===== src/verilog/vec_arb_cfg.svh =====
`ifndef VEC_ARB_CFG_SVH
`define VEC_ARB_CFG_SVH

// Register byte offsets on the Avalon-MM slave.
`define OFS_S_BASE      12'h000
`define OFS_NS_BASE     12'h004
`define OFS_CTRL        12'h008
`define OFS_STATUS      12'h00C
`define OFS_TGT_NS      12'h040
`define OFS_PRIO        12'h400

// Field positions.
`define CTRL_DEMOTE_BIT 0
`define CTRL_GRP_LSB    8
`define STAT_EXC_LSB    0
`define STAT_NS_BIT     15
`define STAT_VALID_BIT  16
`define STAT_TAKE_BIT   31

// Reset values.
`define RST_PRIO        8'h00
`define RST_RDATA       32'h0000_0000

// Exception numbers and fixed ranks; configurable ranks start above the fixed ones.
`define EXC_NMI         9'h002
`define EXC_HARD        9'h003
`define EXC_FIRST_CFG   4
`define EXC_IRQ0        16
`define RANK_NMI        9'h002
`define RANK_HARD       9'h003
`define RANK_CFG_BASE   9'h004
`define DEMOTE_BASE     8'h80

// Exception numbers that exist per bank: 2..7, 11, 12, 14, 15 (7 is Secure only).
`define SYS_MASK_S      16'hD8FC
`define SYS_MASK_NS     16'hD87C

// Table layout.
`define MIN_ALIGN_WORDS 32
`define RESET_SP_OFS    32'h0000_0000
`define RESET_PC_OFS    32'h0000_0004

`endif


===== src/verilog/vec_arb_pkg.sv =====
package vec_arb_pkg;

  typedef logic [8:0] excnum_t;
  typedef logic [8:0] rank_t;

  // Strap capture: two synchroniser edges, then the load edge.
  typedef enum logic [1:0] {
    LD_W0   = 2'b00,
    LD_W1   = 2'b01,
    LD_W2   = 2'b10,
    LD_DONE = 2'b11
  } load_state_t;

endpackage


===== src/verilog/exception_vector_priority_arbiter.sv =====
`include "vec_arb_cfg.svh"

module exception_vector_priority_arbiter
  import vec_arb_pkg::*;
#(
  parameter int NUM_IRQ  = 32,
  parameter bit SECURITY = 1'b1
) (
  input  logic               clk_sys,
  input  logic               arst_n,
  input  logic               ce,
  input  logic [11:0]        address,
  input  logic               read,
  input  logic               write,
  input  logic [31:0]        writedata,
  input  logic               priv,
  output logic [31:0]        readdata,
  output logic               waitrequest,
  input  logic [31:0]        nonsecure_table_base_init,
  input  logic [31:0]        secure_table_base_init,
  input  logic               nonsecure_table_base_lock,
  input  logic               secure_table_ctrl_lock,
  input  logic [NUM_IRQ-1:0] irq_in,
  input  logic [15:0]        sys_pend_s,
  input  logic [15:0]        sys_pend_ns,
  input  rank_t              active_rank,
  input  logic               fetch_valid,
  input  logic [31:0]        fetch_word,
  output logic               sel_valid,
  output excnum_t            sel_excnum,
  output logic               sel_ns,
  output logic [31:0]        sel_vec_addr,
  output logic               take_req,
  output logic               handler_valid,
  output logic [31:0]        handler_addr,
  output logic               vector_fault,
  output logic [31:0]        reset_sp_addr,
  output logic [31:0]        reset_pc_addr
);

  localparam int NEXC      = `EXC_IRQ0 + NUM_IRQ;
  localparam int NTW       = (NUM_IRQ + 31) / 32;
  localparam int ALIGN_LOG = (NEXC <= `MIN_ALIGN_WORDS) ? $clog2(`MIN_ALIGN_WORDS)
                                                        : $clog2(NEXC);
  // Word alignment plus two byte bits are forced to zero in every base.
  localparam logic [31:0] BASE_MASK = ~((32'h1 << (ALIGN_LOG + 2)) - 32'h1);
  // Which system exception numbers exist in each bank, held as named constants for indexing.
  localparam logic [15:0] EXISTS_S  = `SYS_MASK_S;
  localparam logic [15:0] EXISTS_NS = `SYS_MASK_NS;

  typedef struct packed {
    load_state_t            ld;
    logic [1:0]             lock_m;
    logic [1:0]             lock_q;
    logic [31:0]            ns_init_m;
    logic [31:0]            ns_init_q;
    logic [31:0]            s_init_m;
    logic [31:0]            s_init_q;
    logic [NUM_IRQ-1:0]     irq_m;
    logic [NUM_IRQ-1:0]     irq_q;
    logic [31:0]            s_base;
    logic [31:0]            ns_base;
    logic                   demote;
    logic [2:0]             grp;
    logic [NTW*32-1:0]      tgt_ns;
    logic [NEXC-1:0][7:0]   prio;
    logic                   waitreq;
    logic [31:0]            rdata;
    logic                   sel_valid;
    excnum_t                sel_exc;
    logic                   sel_ns;
    rank_t                  sel_grp;
    logic [31:0]            sel_addr;
    logic                   take;
    logic                   h_valid;
    logic [31:0]            h_addr;
    logic                   vfault;
    logic [31:0]            rst_sp;
    logic [31:0]            rst_pc;
  } state_t;

  state_t s_r;
  state_t s_nxt;

  // Clears the bits below the table alignment.
  function automatic logic [31:0] align_base(input logic [31:0] b);
    return b & BASE_MASK;
  endfunction

  // Sort key {group rank, subpriority}; smaller is more urgent.
  function automatic logic [16:0] rank_of(input logic [7:0] p, input logic ns,
                                          input logic dem, input logic [2:0] g);
    logic [7:0] eff;
    logic [3:0] sh;
    // Demoted Non-secure priorities fold into the upper half of the range, 0x80 to 0xFF.
    eff = (ns && dem) ? (`DEMOTE_BASE | {1'b0, p[7:1]}) : p;
    sh  = {1'b0, g} + 4'h1;
    return {`RANK_CFG_BASE + {1'b0, eff >> sh}, eff & ~(8'hFF << sh)};
  endfunction

  // Next-state logic for the whole block.
  always_comb begin
    logic [16:0] best;
    logic [16:0] k;
    logic        hit;
    logic        ns_b;
    logic        pend;
    excnum_t     ex;
    logic [31:0] base;
    best = '1;
    k    = '0;
    hit  = 1'b0;
    ns_b = 1'b0;
    pend = 1'b0;
    ex   = '0;
    base = '0;
    s_nxt = s_r;

    // Pins from outside the clock domain pass two flip-flops first.
    s_nxt.lock_m    = {secure_table_ctrl_lock, nonsecure_table_base_lock};
    s_nxt.lock_q    = s_r.lock_m;
    s_nxt.ns_init_m = nonsecure_table_base_init;
    s_nxt.ns_init_q = s_r.ns_init_m;
    s_nxt.s_init_m  = secure_table_base_init;
    s_nxt.s_init_q  = s_r.s_init_m;
    s_nxt.irq_m     = irq_in;
    s_nxt.irq_q     = s_r.irq_m;

    // The init buses are straps: caught once the synchronisers have filled.
    unique case (s_r.ld)
      LD_W0: s_nxt.ld = LD_W1;
      LD_W1: s_nxt.ld = LD_W2;
      LD_W2: begin
        s_nxt.ld      = LD_DONE;
        s_nxt.ns_base = align_base(s_r.ns_init_q);
        s_nxt.s_base  = SECURITY ? align_base(s_r.s_init_q) : '0;
      end
      LD_DONE: s_nxt.ld = LD_DONE;
    endcase

    // Bus slave: one wait cycle, then a one-cycle answer. Held off until the
    // straps are loaded so that an early write cannot be overwritten.
    s_nxt.waitreq = 1'b1;
    if (s_r.ld == LD_DONE && (read || write)) begin
      if (s_r.waitreq) begin
        s_nxt.waitreq = 1'b0;
        s_nxt.rdata   = `RST_RDATA;
        if (address == `OFS_S_BASE) begin
          s_nxt.rdata = s_r.s_base;
        end else if (address == `OFS_NS_BASE) begin
          s_nxt.rdata = s_r.ns_base;
        end else if (address == `OFS_CTRL) begin
          s_nxt.rdata[`CTRL_DEMOTE_BIT]     = s_r.demote;
          s_nxt.rdata[`CTRL_GRP_LSB +: 3]   = s_r.grp;
        end else if (address == `OFS_STATUS) begin
          s_nxt.rdata[`STAT_EXC_LSB +: 9]   = s_r.sel_exc;
          s_nxt.rdata[`STAT_NS_BIT]         = s_r.sel_ns;
          s_nxt.rdata[`STAT_VALID_BIT]      = s_r.sel_valid;
          s_nxt.rdata[`STAT_TAKE_BIT]       = s_r.take;
        end
        for (int w = 0; w < NTW; w++) begin
          if (address == 12'(`OFS_TGT_NS + 4 * w)) begin
            s_nxt.rdata = s_r.tgt_ns[w*32 +: 32];
          end
        end
        for (int e = `EXC_FIRST_CFG; e < NEXC; e++) begin
          if (address == 12'(`OFS_PRIO + 4 * e)) begin
            s_nxt.rdata[7:0] = s_r.prio[e];
          end
        end
      end else if (write && priv) begin
        // Lock pins freeze the bases; other registers stay writable.
        if (address == `OFS_NS_BASE && !s_r.lock_q[0]) begin
          s_nxt.ns_base = align_base(writedata);
        end
        if (address == `OFS_S_BASE && !s_r.lock_q[1] && SECURITY) begin
          s_nxt.s_base = align_base(writedata);
        end
        if (address == `OFS_CTRL) begin
          s_nxt.demote = writedata[`CTRL_DEMOTE_BIT] && SECURITY;
          s_nxt.grp    = writedata[`CTRL_GRP_LSB +: 3];
        end
        for (int w = 0; w < NTW; w++) begin
          if (address == 12'(`OFS_TGT_NS + 4 * w)) begin
            s_nxt.tgt_ns[w*32 +: 32] = writedata;
          end
        end
        // NMI and hard fault have no priority register at all.
        for (int e = `EXC_FIRST_CFG; e < NEXC; e++) begin
          if (address == 12'(`OFS_PRIO + 4 * e)) begin
            s_nxt.prio[e] = writedata[7:0];
          end
        end
      end
    end

    // System exceptions in ascending number, Secure bank before Non-secure.
    // A strict compare keeps the earlier candidate on any full tie.
    for (int e = `EXC_NMI; e < `EXC_IRQ0; e++) begin
      for (int b = 0; b < 2; b++) begin
        if (b == 0) begin
          pend = sys_pend_s[e] && EXISTS_S[e];
        end else begin
          pend = sys_pend_ns[e] && EXISTS_NS[e] && SECURITY;
        end
        if (e == `EXC_NMI) begin
          k = {`RANK_NMI, 8'h00};
        end else if (e == `EXC_HARD) begin
          k = {`RANK_HARD, 8'h00};
        end else begin
          k = rank_of(s_r.prio[e], b[0], s_r.demote, s_r.grp);
        end
        if (pend && k < best) begin
          best = k;
          hit  = 1'b1;
          ex   = 9'(e);
          ns_b = b[0];
        end
      end
    end
    // Interrupts follow; their numbers are all above the system ones.
    for (int i = 0; i < NUM_IRQ; i++) begin
      k = rank_of(s_r.prio[`EXC_IRQ0 + i], s_r.tgt_ns[i] && SECURITY, s_r.demote, s_r.grp);
      if (s_r.irq_q[i] && k < best) begin
        best = k;
        hit  = 1'b1;
        ex   = 9'(`EXC_IRQ0 + i);
        ns_b = s_r.tgt_ns[i] && SECURITY;
      end
    end

    // Base is aligned, so the offset simply fills the low bits.
    base = (ns_b || !SECURITY) ? s_r.ns_base : s_r.s_base;
    s_nxt.sel_valid = hit;
    s_nxt.sel_exc   = ex;
    s_nxt.sel_ns    = ns_b;
    s_nxt.sel_grp   = best[16:8];
    s_nxt.sel_addr  = base | {21'h0, ex, 2'b00};
    // Only a strictly smaller group rank may preempt.
    s_nxt.take      = hit && (best[16:8] < active_rank);

    // Returned vector word: bit 0 marks compact code and is not part of the PC.
    s_nxt.h_valid = fetch_valid;
    if (fetch_valid) begin
      s_nxt.h_addr = {fetch_word[31:1], 1'b0};
      s_nxt.vfault = !fetch_word[0];
    end

    // Reset always fetches from the Secure table when security exists.
    s_nxt.rst_sp = (SECURITY ? s_r.s_base : s_r.ns_base) | `RESET_SP_OFS;
    s_nxt.rst_pc = (SECURITY ? s_r.s_base : s_r.ns_base) | `RESET_PC_OFS;
  end

  // All state registers; priorities reset to zero until programmed.
  always_ff @(posedge clk_sys or negedge arst_n) begin
    if (!arst_n) begin
      s_r         <= '0;
      s_r.waitreq <= 1'b1;
    end else if (ce) begin
      s_r <= s_nxt;
    end
  end

  // Outputs come straight from the state register.
  assign readdata      = s_r.rdata;
  assign waitrequest   = s_r.waitreq;
  assign sel_valid     = s_r.sel_valid;
  assign sel_excnum    = s_r.sel_exc;
  assign sel_ns        = s_r.sel_ns;
  assign sel_vec_addr  = s_r.sel_addr;
  assign take_req      = s_r.take;
  assign handler_valid = s_r.h_valid;
  assign handler_addr  = s_r.h_addr;
  assign vector_fault  = s_r.vfault;
  assign reset_sp_addr = s_r.rst_sp;
  assign reset_pc_addr = s_r.rst_pc;
endmodule


===== config.mk =====
export PLATFORM = sky130hd
export DESIGN_NAME = exception_vector_priority_arbiter
export DESIGN_NICKNAME = d
export VERILOG_FILES = /design/src/verilog/vec_arb_pkg.sv /design/src/verilog/exception_vector_priority_arbiter.sv
export VERILOG_INCLUDE_DIRS = /design/src /design/src/verilog
export SDC_FILE = /design/constraint.sdc
export NUM_CORES = 2
export LEC_CHECK = 0
export BUFFER_PORTS_ARGS = -buffer_cell sky130_fd_sc_hd__buf_2
export CAP_MARGIN = 10
export CORE_MARGIN = 3
export CORE_UTILIZATION = 55
export CTS_CLUSTER_SIZE = 16
export DETAILED_ROUTE_END_ITERATION = 6
export HOLD_SLACK_MARGIN = 0.08
export PLACE_DENSITY = 0.73
export RECOVER_POWER = 100
export SYNTH_ARGS = -nofsm -noshare
export SYNTH_HDL_FRONTEND = slang
export SYNTH_SLANG_ARGS = --single-unit

===== constraint.sdc =====
create_clock -name clk_sys -period 141.9 [get_ports clk_sys]
set_input_delay 21.285 -clock clk_sys [delete_from_list [all_inputs] [get_ports clk_sys]]
set_output_delay 21.285 -clock clk_sys [all_outputs]
set_load 0.1 [all_outputs]

# == Word-level counts from Yosys, hierarchy flattened ==
# Cells that the tools add are included.
# word_totals
regBits,824
inputBits,222
output_inout_bits,175
# op_classes
add_sub_neg,48
n_lt_le_gt_ge,51
eq_ne,51
shifts,48
muxes,358
n_bitwise,50
reduce_logical,142
# ops
cell,n
$mux W452,3
$mux W8,127
$mux W17,51
$lt A17 B17 Y1,47
$eq A12 B11 Y1 const B,44
$mux W9,51
$add A3 B8 Y9 const A,47
$and A8 B8 Y8,47
$shr A8 B4 Y8,47
$reduce_and A5 Y1,46
$mux W32,6
$mux W1,106
$logic_and A1 B1 Y1,87
$mux W33,2
$mux W64,1
$lt A10 B17 Y1 const A,3
$or A32 B11 Y32,1
$eq A12 B4 Y1 const B,2
$mux W14,1
$eq A12 B3 Y1 const B,1
$eq A12 B7 Y1 const B,1
$logic_not A12 Y1,1
$mux W11,1
$mux W2,5
other kinds (16),20

# == Logic depth before layout (Yosys ltp) ==
# depth
word_depth,153
mapped_depth,740
depth_no_buf,632

# == Least setup slack after synthesis ==
# OpenSTA, ideal clock, no wires.
# synth_timing
path_kind,input port to flip-flop
from,input sys_pend_ns[2]
to,"register s_r, in the netlist take_req"
arrival_ns,136.224
slack_ns,5.609
path_stages,643
n_path_buf,100
path_cell_list,nor4_4 > inv_2 > ha_1 > o21a_1 > o211ai_1 > a31o_1 > a2111o_1 > nand2_1 > a21oi_1 > clkbuf_1 > nor2_1 > a21oi_1 > ha_1 > a41o_1 > a21oi_1 > a211oi_2 > nor3b_1 > a31o_2 > (+607 left out) > o21ai_1 > or4_1 > o31a_1 > clkbuf_1 > a21oi_1 > ha_1 > a21oi_1 > nor2b_1 > o21ai_0 > nand2b_1 > a21oi_1 > nor2b_1 > o21ai_0 > nand2b_1 > a2111oi_0 > o21a_1 > a21oi_1 > nand2_1
# synth_via
elab_chain_len,151
elab_cells_between_ends,201
classes_between,order compare (50); mux (100); reduce/logical (51)
# synth_lines
item,line_no,text
"start, declared",exception_vector_priority_arbiter.sv:25,"input logic [15:0] sys_pend_ns,"
$logic_and A1 B1 Y1 *,exception_vector_priority_arbiter.sv:213,if (pend && k < best) begin
$mux W17,exception_vector_priority_arbiter.sv:213,
$lt A10 B17 Y1,exception_vector_priority_arbiter.sv:213,
$logic_and A1 B1 Y1,exception_vector_priority_arbiter.sv:213,
$mux W17,exception_vector_priority_arbiter.sv:213,
$lt A10 B17 Y1,exception_vector_priority_arbiter.sv:213,
$logic_and A1 B1 Y1,exception_vector_priority_arbiter.sv:213,
$mux W17,exception_vector_priority_arbiter.sv:213,
(+135 left out),--,
$lt A17 B17 Y1,exception_vector_priority_arbiter.sv:224,if (s_r.irq_q[i] && k < best) begin
$logic_and A1 B1 Y1,exception_vector_priority_arbiter.sv:224,
$mux W17,exception_vector_priority_arbiter.sv:224,
$lt A17 B17 Y1,exception_vector_priority_arbiter.sv:224,
$logic_and A1 B1 Y1,exception_vector_priority_arbiter.sv:224,
$mux W17,exception_vector_priority_arbiter.sv:224,
$lt A9 B9 Y1,exception_vector_priority_arbiter.sv:240,s_nxt.take = hit && (best[16:8] < active_rank);
$logic_and A1 B1 Y1 *,exception_vector_priority_arbiter.sv:240,
"end signal, assigned",exception_vector_priority_arbiter.sv:260,s_r <= s_nxt;
"end, declared",exception_vector_priority_arbiter.sv:82,state_t s_r;
# Mark *: on every way between the ends. The rest lies on a longest branch, timed or not.
# A chain may end at the register's enable or synchronous reset.

# == Worst setup path in the final report ==
# layout_timing
from,input sys_pend_ns[3]
to,"register s_r, in the netlist take_req"
# layout_via
elab_chain_len,145
elab_cells_between_ends,193
classes_between,order compare (48); mux (96); reduce/logical (49)
# layout_lines
item,line_no
$logic_and A1 B1 Y1 *,exception_vector_priority_arbiter.sv:213
$mux W17,exception_vector_priority_arbiter.sv:213
$lt A17 B17 Y1,exception_vector_priority_arbiter.sv:213
$logic_and A1 B1 Y1,exception_vector_priority_arbiter.sv:213
$mux W17,exception_vector_priority_arbiter.sv:213
$lt A17 B17 Y1,exception_vector_priority_arbiter.sv:213
$logic_and A1 B1 Y1,exception_vector_priority_arbiter.sv:213
$mux W17,exception_vector_priority_arbiter.sv:213
(+129 left out),--
$lt A17 B17 Y1,exception_vector_priority_arbiter.sv:224
$logic_and A1 B1 Y1,exception_vector_priority_arbiter.sv:224
$mux W17,exception_vector_priority_arbiter.sv:224
$lt A17 B17 Y1,exception_vector_priority_arbiter.sv:224
$logic_and A1 B1 Y1,exception_vector_priority_arbiter.sv:224
$mux W17,exception_vector_priority_arbiter.sv:224
$lt A9 B9 Y1,exception_vector_priority_arbiter.sv:240
$logic_and A1 B1 Y1 *,exception_vector_priority_arbiter.sv:240
# Marked as above.

==> impl_metrics.env <==
export IMPL_critPathLaunchType="input port"
export IMPL_post_route_period_util_pct=94.7
export IMPL_drt_antenna_violating_nets=0
export IMPL_postCtsHoldBufs=0
export IMPL_cp_top_family="compound AO/OA/AOI/OAI gates"
export IMPL_avgViaCountPerCell=6.62
export IMPL_postSynthCellCount=10400
export IMPL_path_max_fanout=31
export IMPL_finalClockSkew_ns=0.0988
export IMPL_initial_core_util_pct=55.6
export IMPL_end_kind="register"
export IMPL_drtIter0Drc=10300
export IMPL_status="finished with violations"
export IMPL_drv_slew=1357
export IMPL_rows=139
export IMPL_drive_gt1_share_pct=18.3
export IMPL_via_count=85400
export IMPL_critPathMaxStageDelay_ns=0.67
export IMPL_gr_total_overflow=0
export IMPL_r2r_cells=599
export IMPL_area_delta_synth_final_pct=12.8
export IMPL_final_nets=11800
export IMPL_synth_seq_cells=758
export IMPL_avgRoutedWirePerCell_microns=24.5
export IMPL_grt_first_pass_wirelength_mm=470
export IMPL_cts_root_buf="clkbuf_16"
export IMPL_dieArea_sq_mm=0.151
export IMPL_critPathKind="in -> reg"
export IMPL_wl_mm=316
export IMPL_hold_end="s_r[687]"
export IMPL_worst_path_buf_inv=57
export IMPL_whs_path_depth=2
export IMPL_async_flop_share_pct=100
export IMPL_hp_class="reg -> reg"
export IMPL_ys_seq_area_share_pct=23.6
export IMPL_hold_viol=0
export IMPL_drc_errors=24
export IMPL_io_buffers=363
export IMPL_cts_htree_levels=3
export IMPL_die_x_microns=388
export IMPL_syn_area_per_cell_sq_um=7.74
export IMPL_crit_required_ns=142.55
export IMPL_cp_slowest_cell="or4_1"
export IMPL_min_period_ns=134.44
export IMPL_ys_warn_count=0
export IMPL_synthDistinctLibCells=135
export IMPL_grt_pass1_vias=80100
export IMPL_crit_top_cell="a21oi_1"
export IMPL_numClockSinks=758
export IMPL_post_dp_hpwl_mm=238
export IMPL_cts_clk_slew_worst_paths_ns=0.07
export IMPL_violations="DRC, capacitance limit, slew limit"
export IMPL_dp_cells=12600
export IMPL_dr_pass1_iters=7
export IMPL_grt_usage_pct=39.6
export IMPL_relSlewSlack_pct=-371
export IMPL_reg2reg_slack_ns=25.03
export IMPL_clockBufferDepth=3
export IMPL_cts_tree="built"
export IMPL_ys_dominant_reg_cell="dfrtp_1"
export IMPL_setup_violations=0
export IMPL_antenna_found_initial=35
export IMPL_rr_startpoint="s_r[600]"
export IMPL_synth_edf_count=0
export IMPL_ios=397
export IMPL_instances_no_fill=12900
export IMPL_r2r_end="take_req"
export IMPL_clk_latency_ns=0.77
export IMPL_worst_pin_slew_ns=7.07
export IMPL_dieHeight_microns=388
export IMPL_holdWs_ns=0.452
export IMPL_gp_congestion=1.03
export IMPL_fmax_mhz=7.44
export IMPL_core_sq_mm=0.144
export IMPL_cts_buffers=87
export IMPL_min_from="s_nxt[687]"
export IMPL_netlist_area_sq_mm=0.0803
export IMPL_maxCapViolations=30
export IMPL_grt_max_degree=142
export IMPL_crit_arrival_ns=135.09
## synthesized netlist by cell type (31+ instances only)
| cell type | n | share of area, % |
|---|---|---|
| mux2_2 | 651 | 9.1 |
| and4_1 | 33 | 0.36 |
| clkbuf_1 | 439 | 2.1 |
| xnor2_1 | 109 | 1.2 |
| buf_4 | 180 | 1.7 |
| nor2_1 | 1278 | 6.0 |
| a22oi_1 | 42 | 0.39 |
| o22a_1 | 32 | 0.35 |
| nor2b_1 | 102 | 0.79 |
| o211ai_1 | 46 | 0.43 |
| ha_1 | 718 | 11 |
| or2_2 | 41 | 0.32 |
| nand2b_1 | 76 | 0.59 |
| a22o_1 | 47 | 0.51 |
| a211oi_1 | 127 | 1.2 |
| nor3_1 | 259 | 1.6 |
| o22ai_1 | 218 | 1.7 |
| o21a_1 | 85 | 0.79 |
| o21ai_0 | 673 | 4.2 |
| inv_1 | 362 | 1.7 |
| nand4_1 | 90 | 0.70 |
| buf_1 | 111 | 0.52 |
| and3_1 | 37 | 0.29 |
| or3_1 | 46 | 0.36 |
| a31oi_1 | 69 | 0.54 |
| xor2_1 | 49 | 0.53 |
| nand3_1 | 225 | 1.4 |
| a21oi_1 | 1081 | 6.7 |
| dfrtp_1 | 757 | 24 |
| o21ai_1 | 31 | 0.19 |
| a21o_1 | 198 | 1.9 |
| o221ai_1 | 38 | 0.41 |
| a221oi_1 | 39 | 0.43 |
| mux2i_1 | 315 | 3.9 |
| nand2_1 | 1138 | 5.3 |
| and2_1 | 117 | 0.91 |
## per-layer routing
layer	routed length, microns	GRT usage (%)	vias up
li1	-	-	38600
met1	121000	49.9	40500
met2	136000	61.4	5099
met3	35200	9.17	1124
met4	23000	24.3	22
met5	140	0	-
## cells in the final DEF, fill, tap and decap left out, drive strengths merged, types with 49 or more instances in the layout
master	n
a211oi	133
a21o	198
a21oi	1084
a31oi	74
and2	119
buf	964
clkbuf	330
dfrtp	757
ha	718
inv	370
mux2	664
mux2i	316
nand2	1139
nand2b	76
nand3	225
nand4	90
nor2	1281
nor2b	102
nor3	262
o211ai	49
o21a	86
o21ai	713
o22ai	219
or2	49
xnor2	109
xor2	49
## kinds of logic (layout without fill, tap and decap cells)
| logic type | after synthesis | in the layout | share of synthesized area (%) |
|---|---|---|---|
| xor gates and xnor gates | 158 | 158 | 1.72 |
| buffers and inverters | 1130 | 1698 | 6.21 |
| muxes | 987 | 988 | 13.5 |
| adders and majority gates | 721 | 721 | 11.2 |
| and+or+nand+nor | 3571 | 3573 | 19.9 |
| AOI/OAI and AO/OA | 3052 | 3062 | 23.8 |
| DFF | 758 | 758 | 23.6 |
| other | 1 | 26 | 0.00467 |
## registers in the layout (all words and copies together) (netlist names)
| register | cells |
|---|---|
| reset_sp_addr | 32 |
| sel_ns | 1 |
| sel_valid | 1 |
| readdata | 32 |
| take_req | 1 |
| s_r | 504 |
| reset_pc_addr | 1 |
| sel_vec_addr | 32 |
| vector_fault | 1 |
| s_nxt | 114 |
| waitrequest | 1 |
| sel_excnum | 6 |
| handler_addr | 31 |
| handler_valid | 1 |
## through the flow
step	setup TNS [ns]	area (sq um)	utilization, %	setup slack (ns)
final	0	90600	62.8	7.46
after global routing	-0.534	90600	62.7	-0.534
after CTS	0	89900	62.3	0.158
after detailed placement	-0.728	86900	60.2	-0.728
after global placement	0	86900	60.2	1.04
after floorplan	0	80300	-	5.61
## cell type report
cell class	count	area, sq um
clock buffers	120	2460
flip-flops and latches	758	19000
inverters	365	1380
fillers	12800	53700
multi-input cells	8506	57100
well taps	1903	2380
repair buffers	1174	7740
diodes	22	55.1
clock inverters	39	528
## worst max path at each step
stage | from | end | slack [ns] | cells after the start
global placement | sys_pend_ns[2] | take_req | 1.04 | 577
global route | sys_pend_ns[3] | take_req | -0.53 | 608
floorplan | sys_pend_ns[2] | take_req | 5.61 | 643
CTS | sys_pend_ns[2] | take_req | 0.16 | 584
detailed placement | sys_pend_ns[2] | take_req | -0.73 | 587
finish | sys_pend_ns[3] | take_req | 7.46 | 595
## worst min-delay path, stage by stage (launching register included)
cell	delay (ns)
dfrtp_1	0.34
nand2_1	0.05
o21ai_0	0.06
## repair_timing
action	4_1_cts	5_1_grt
hold endpoints to repair	0	0
gates cloned	0	14
pin swaps	0	24
resized for setup	3	116
setup endpoints to repair	1	40
buffers inserted	0	52
Power is not shown: default switching activity piles up to over one toggle a cycle in this logic, so the estimate is an artifact.
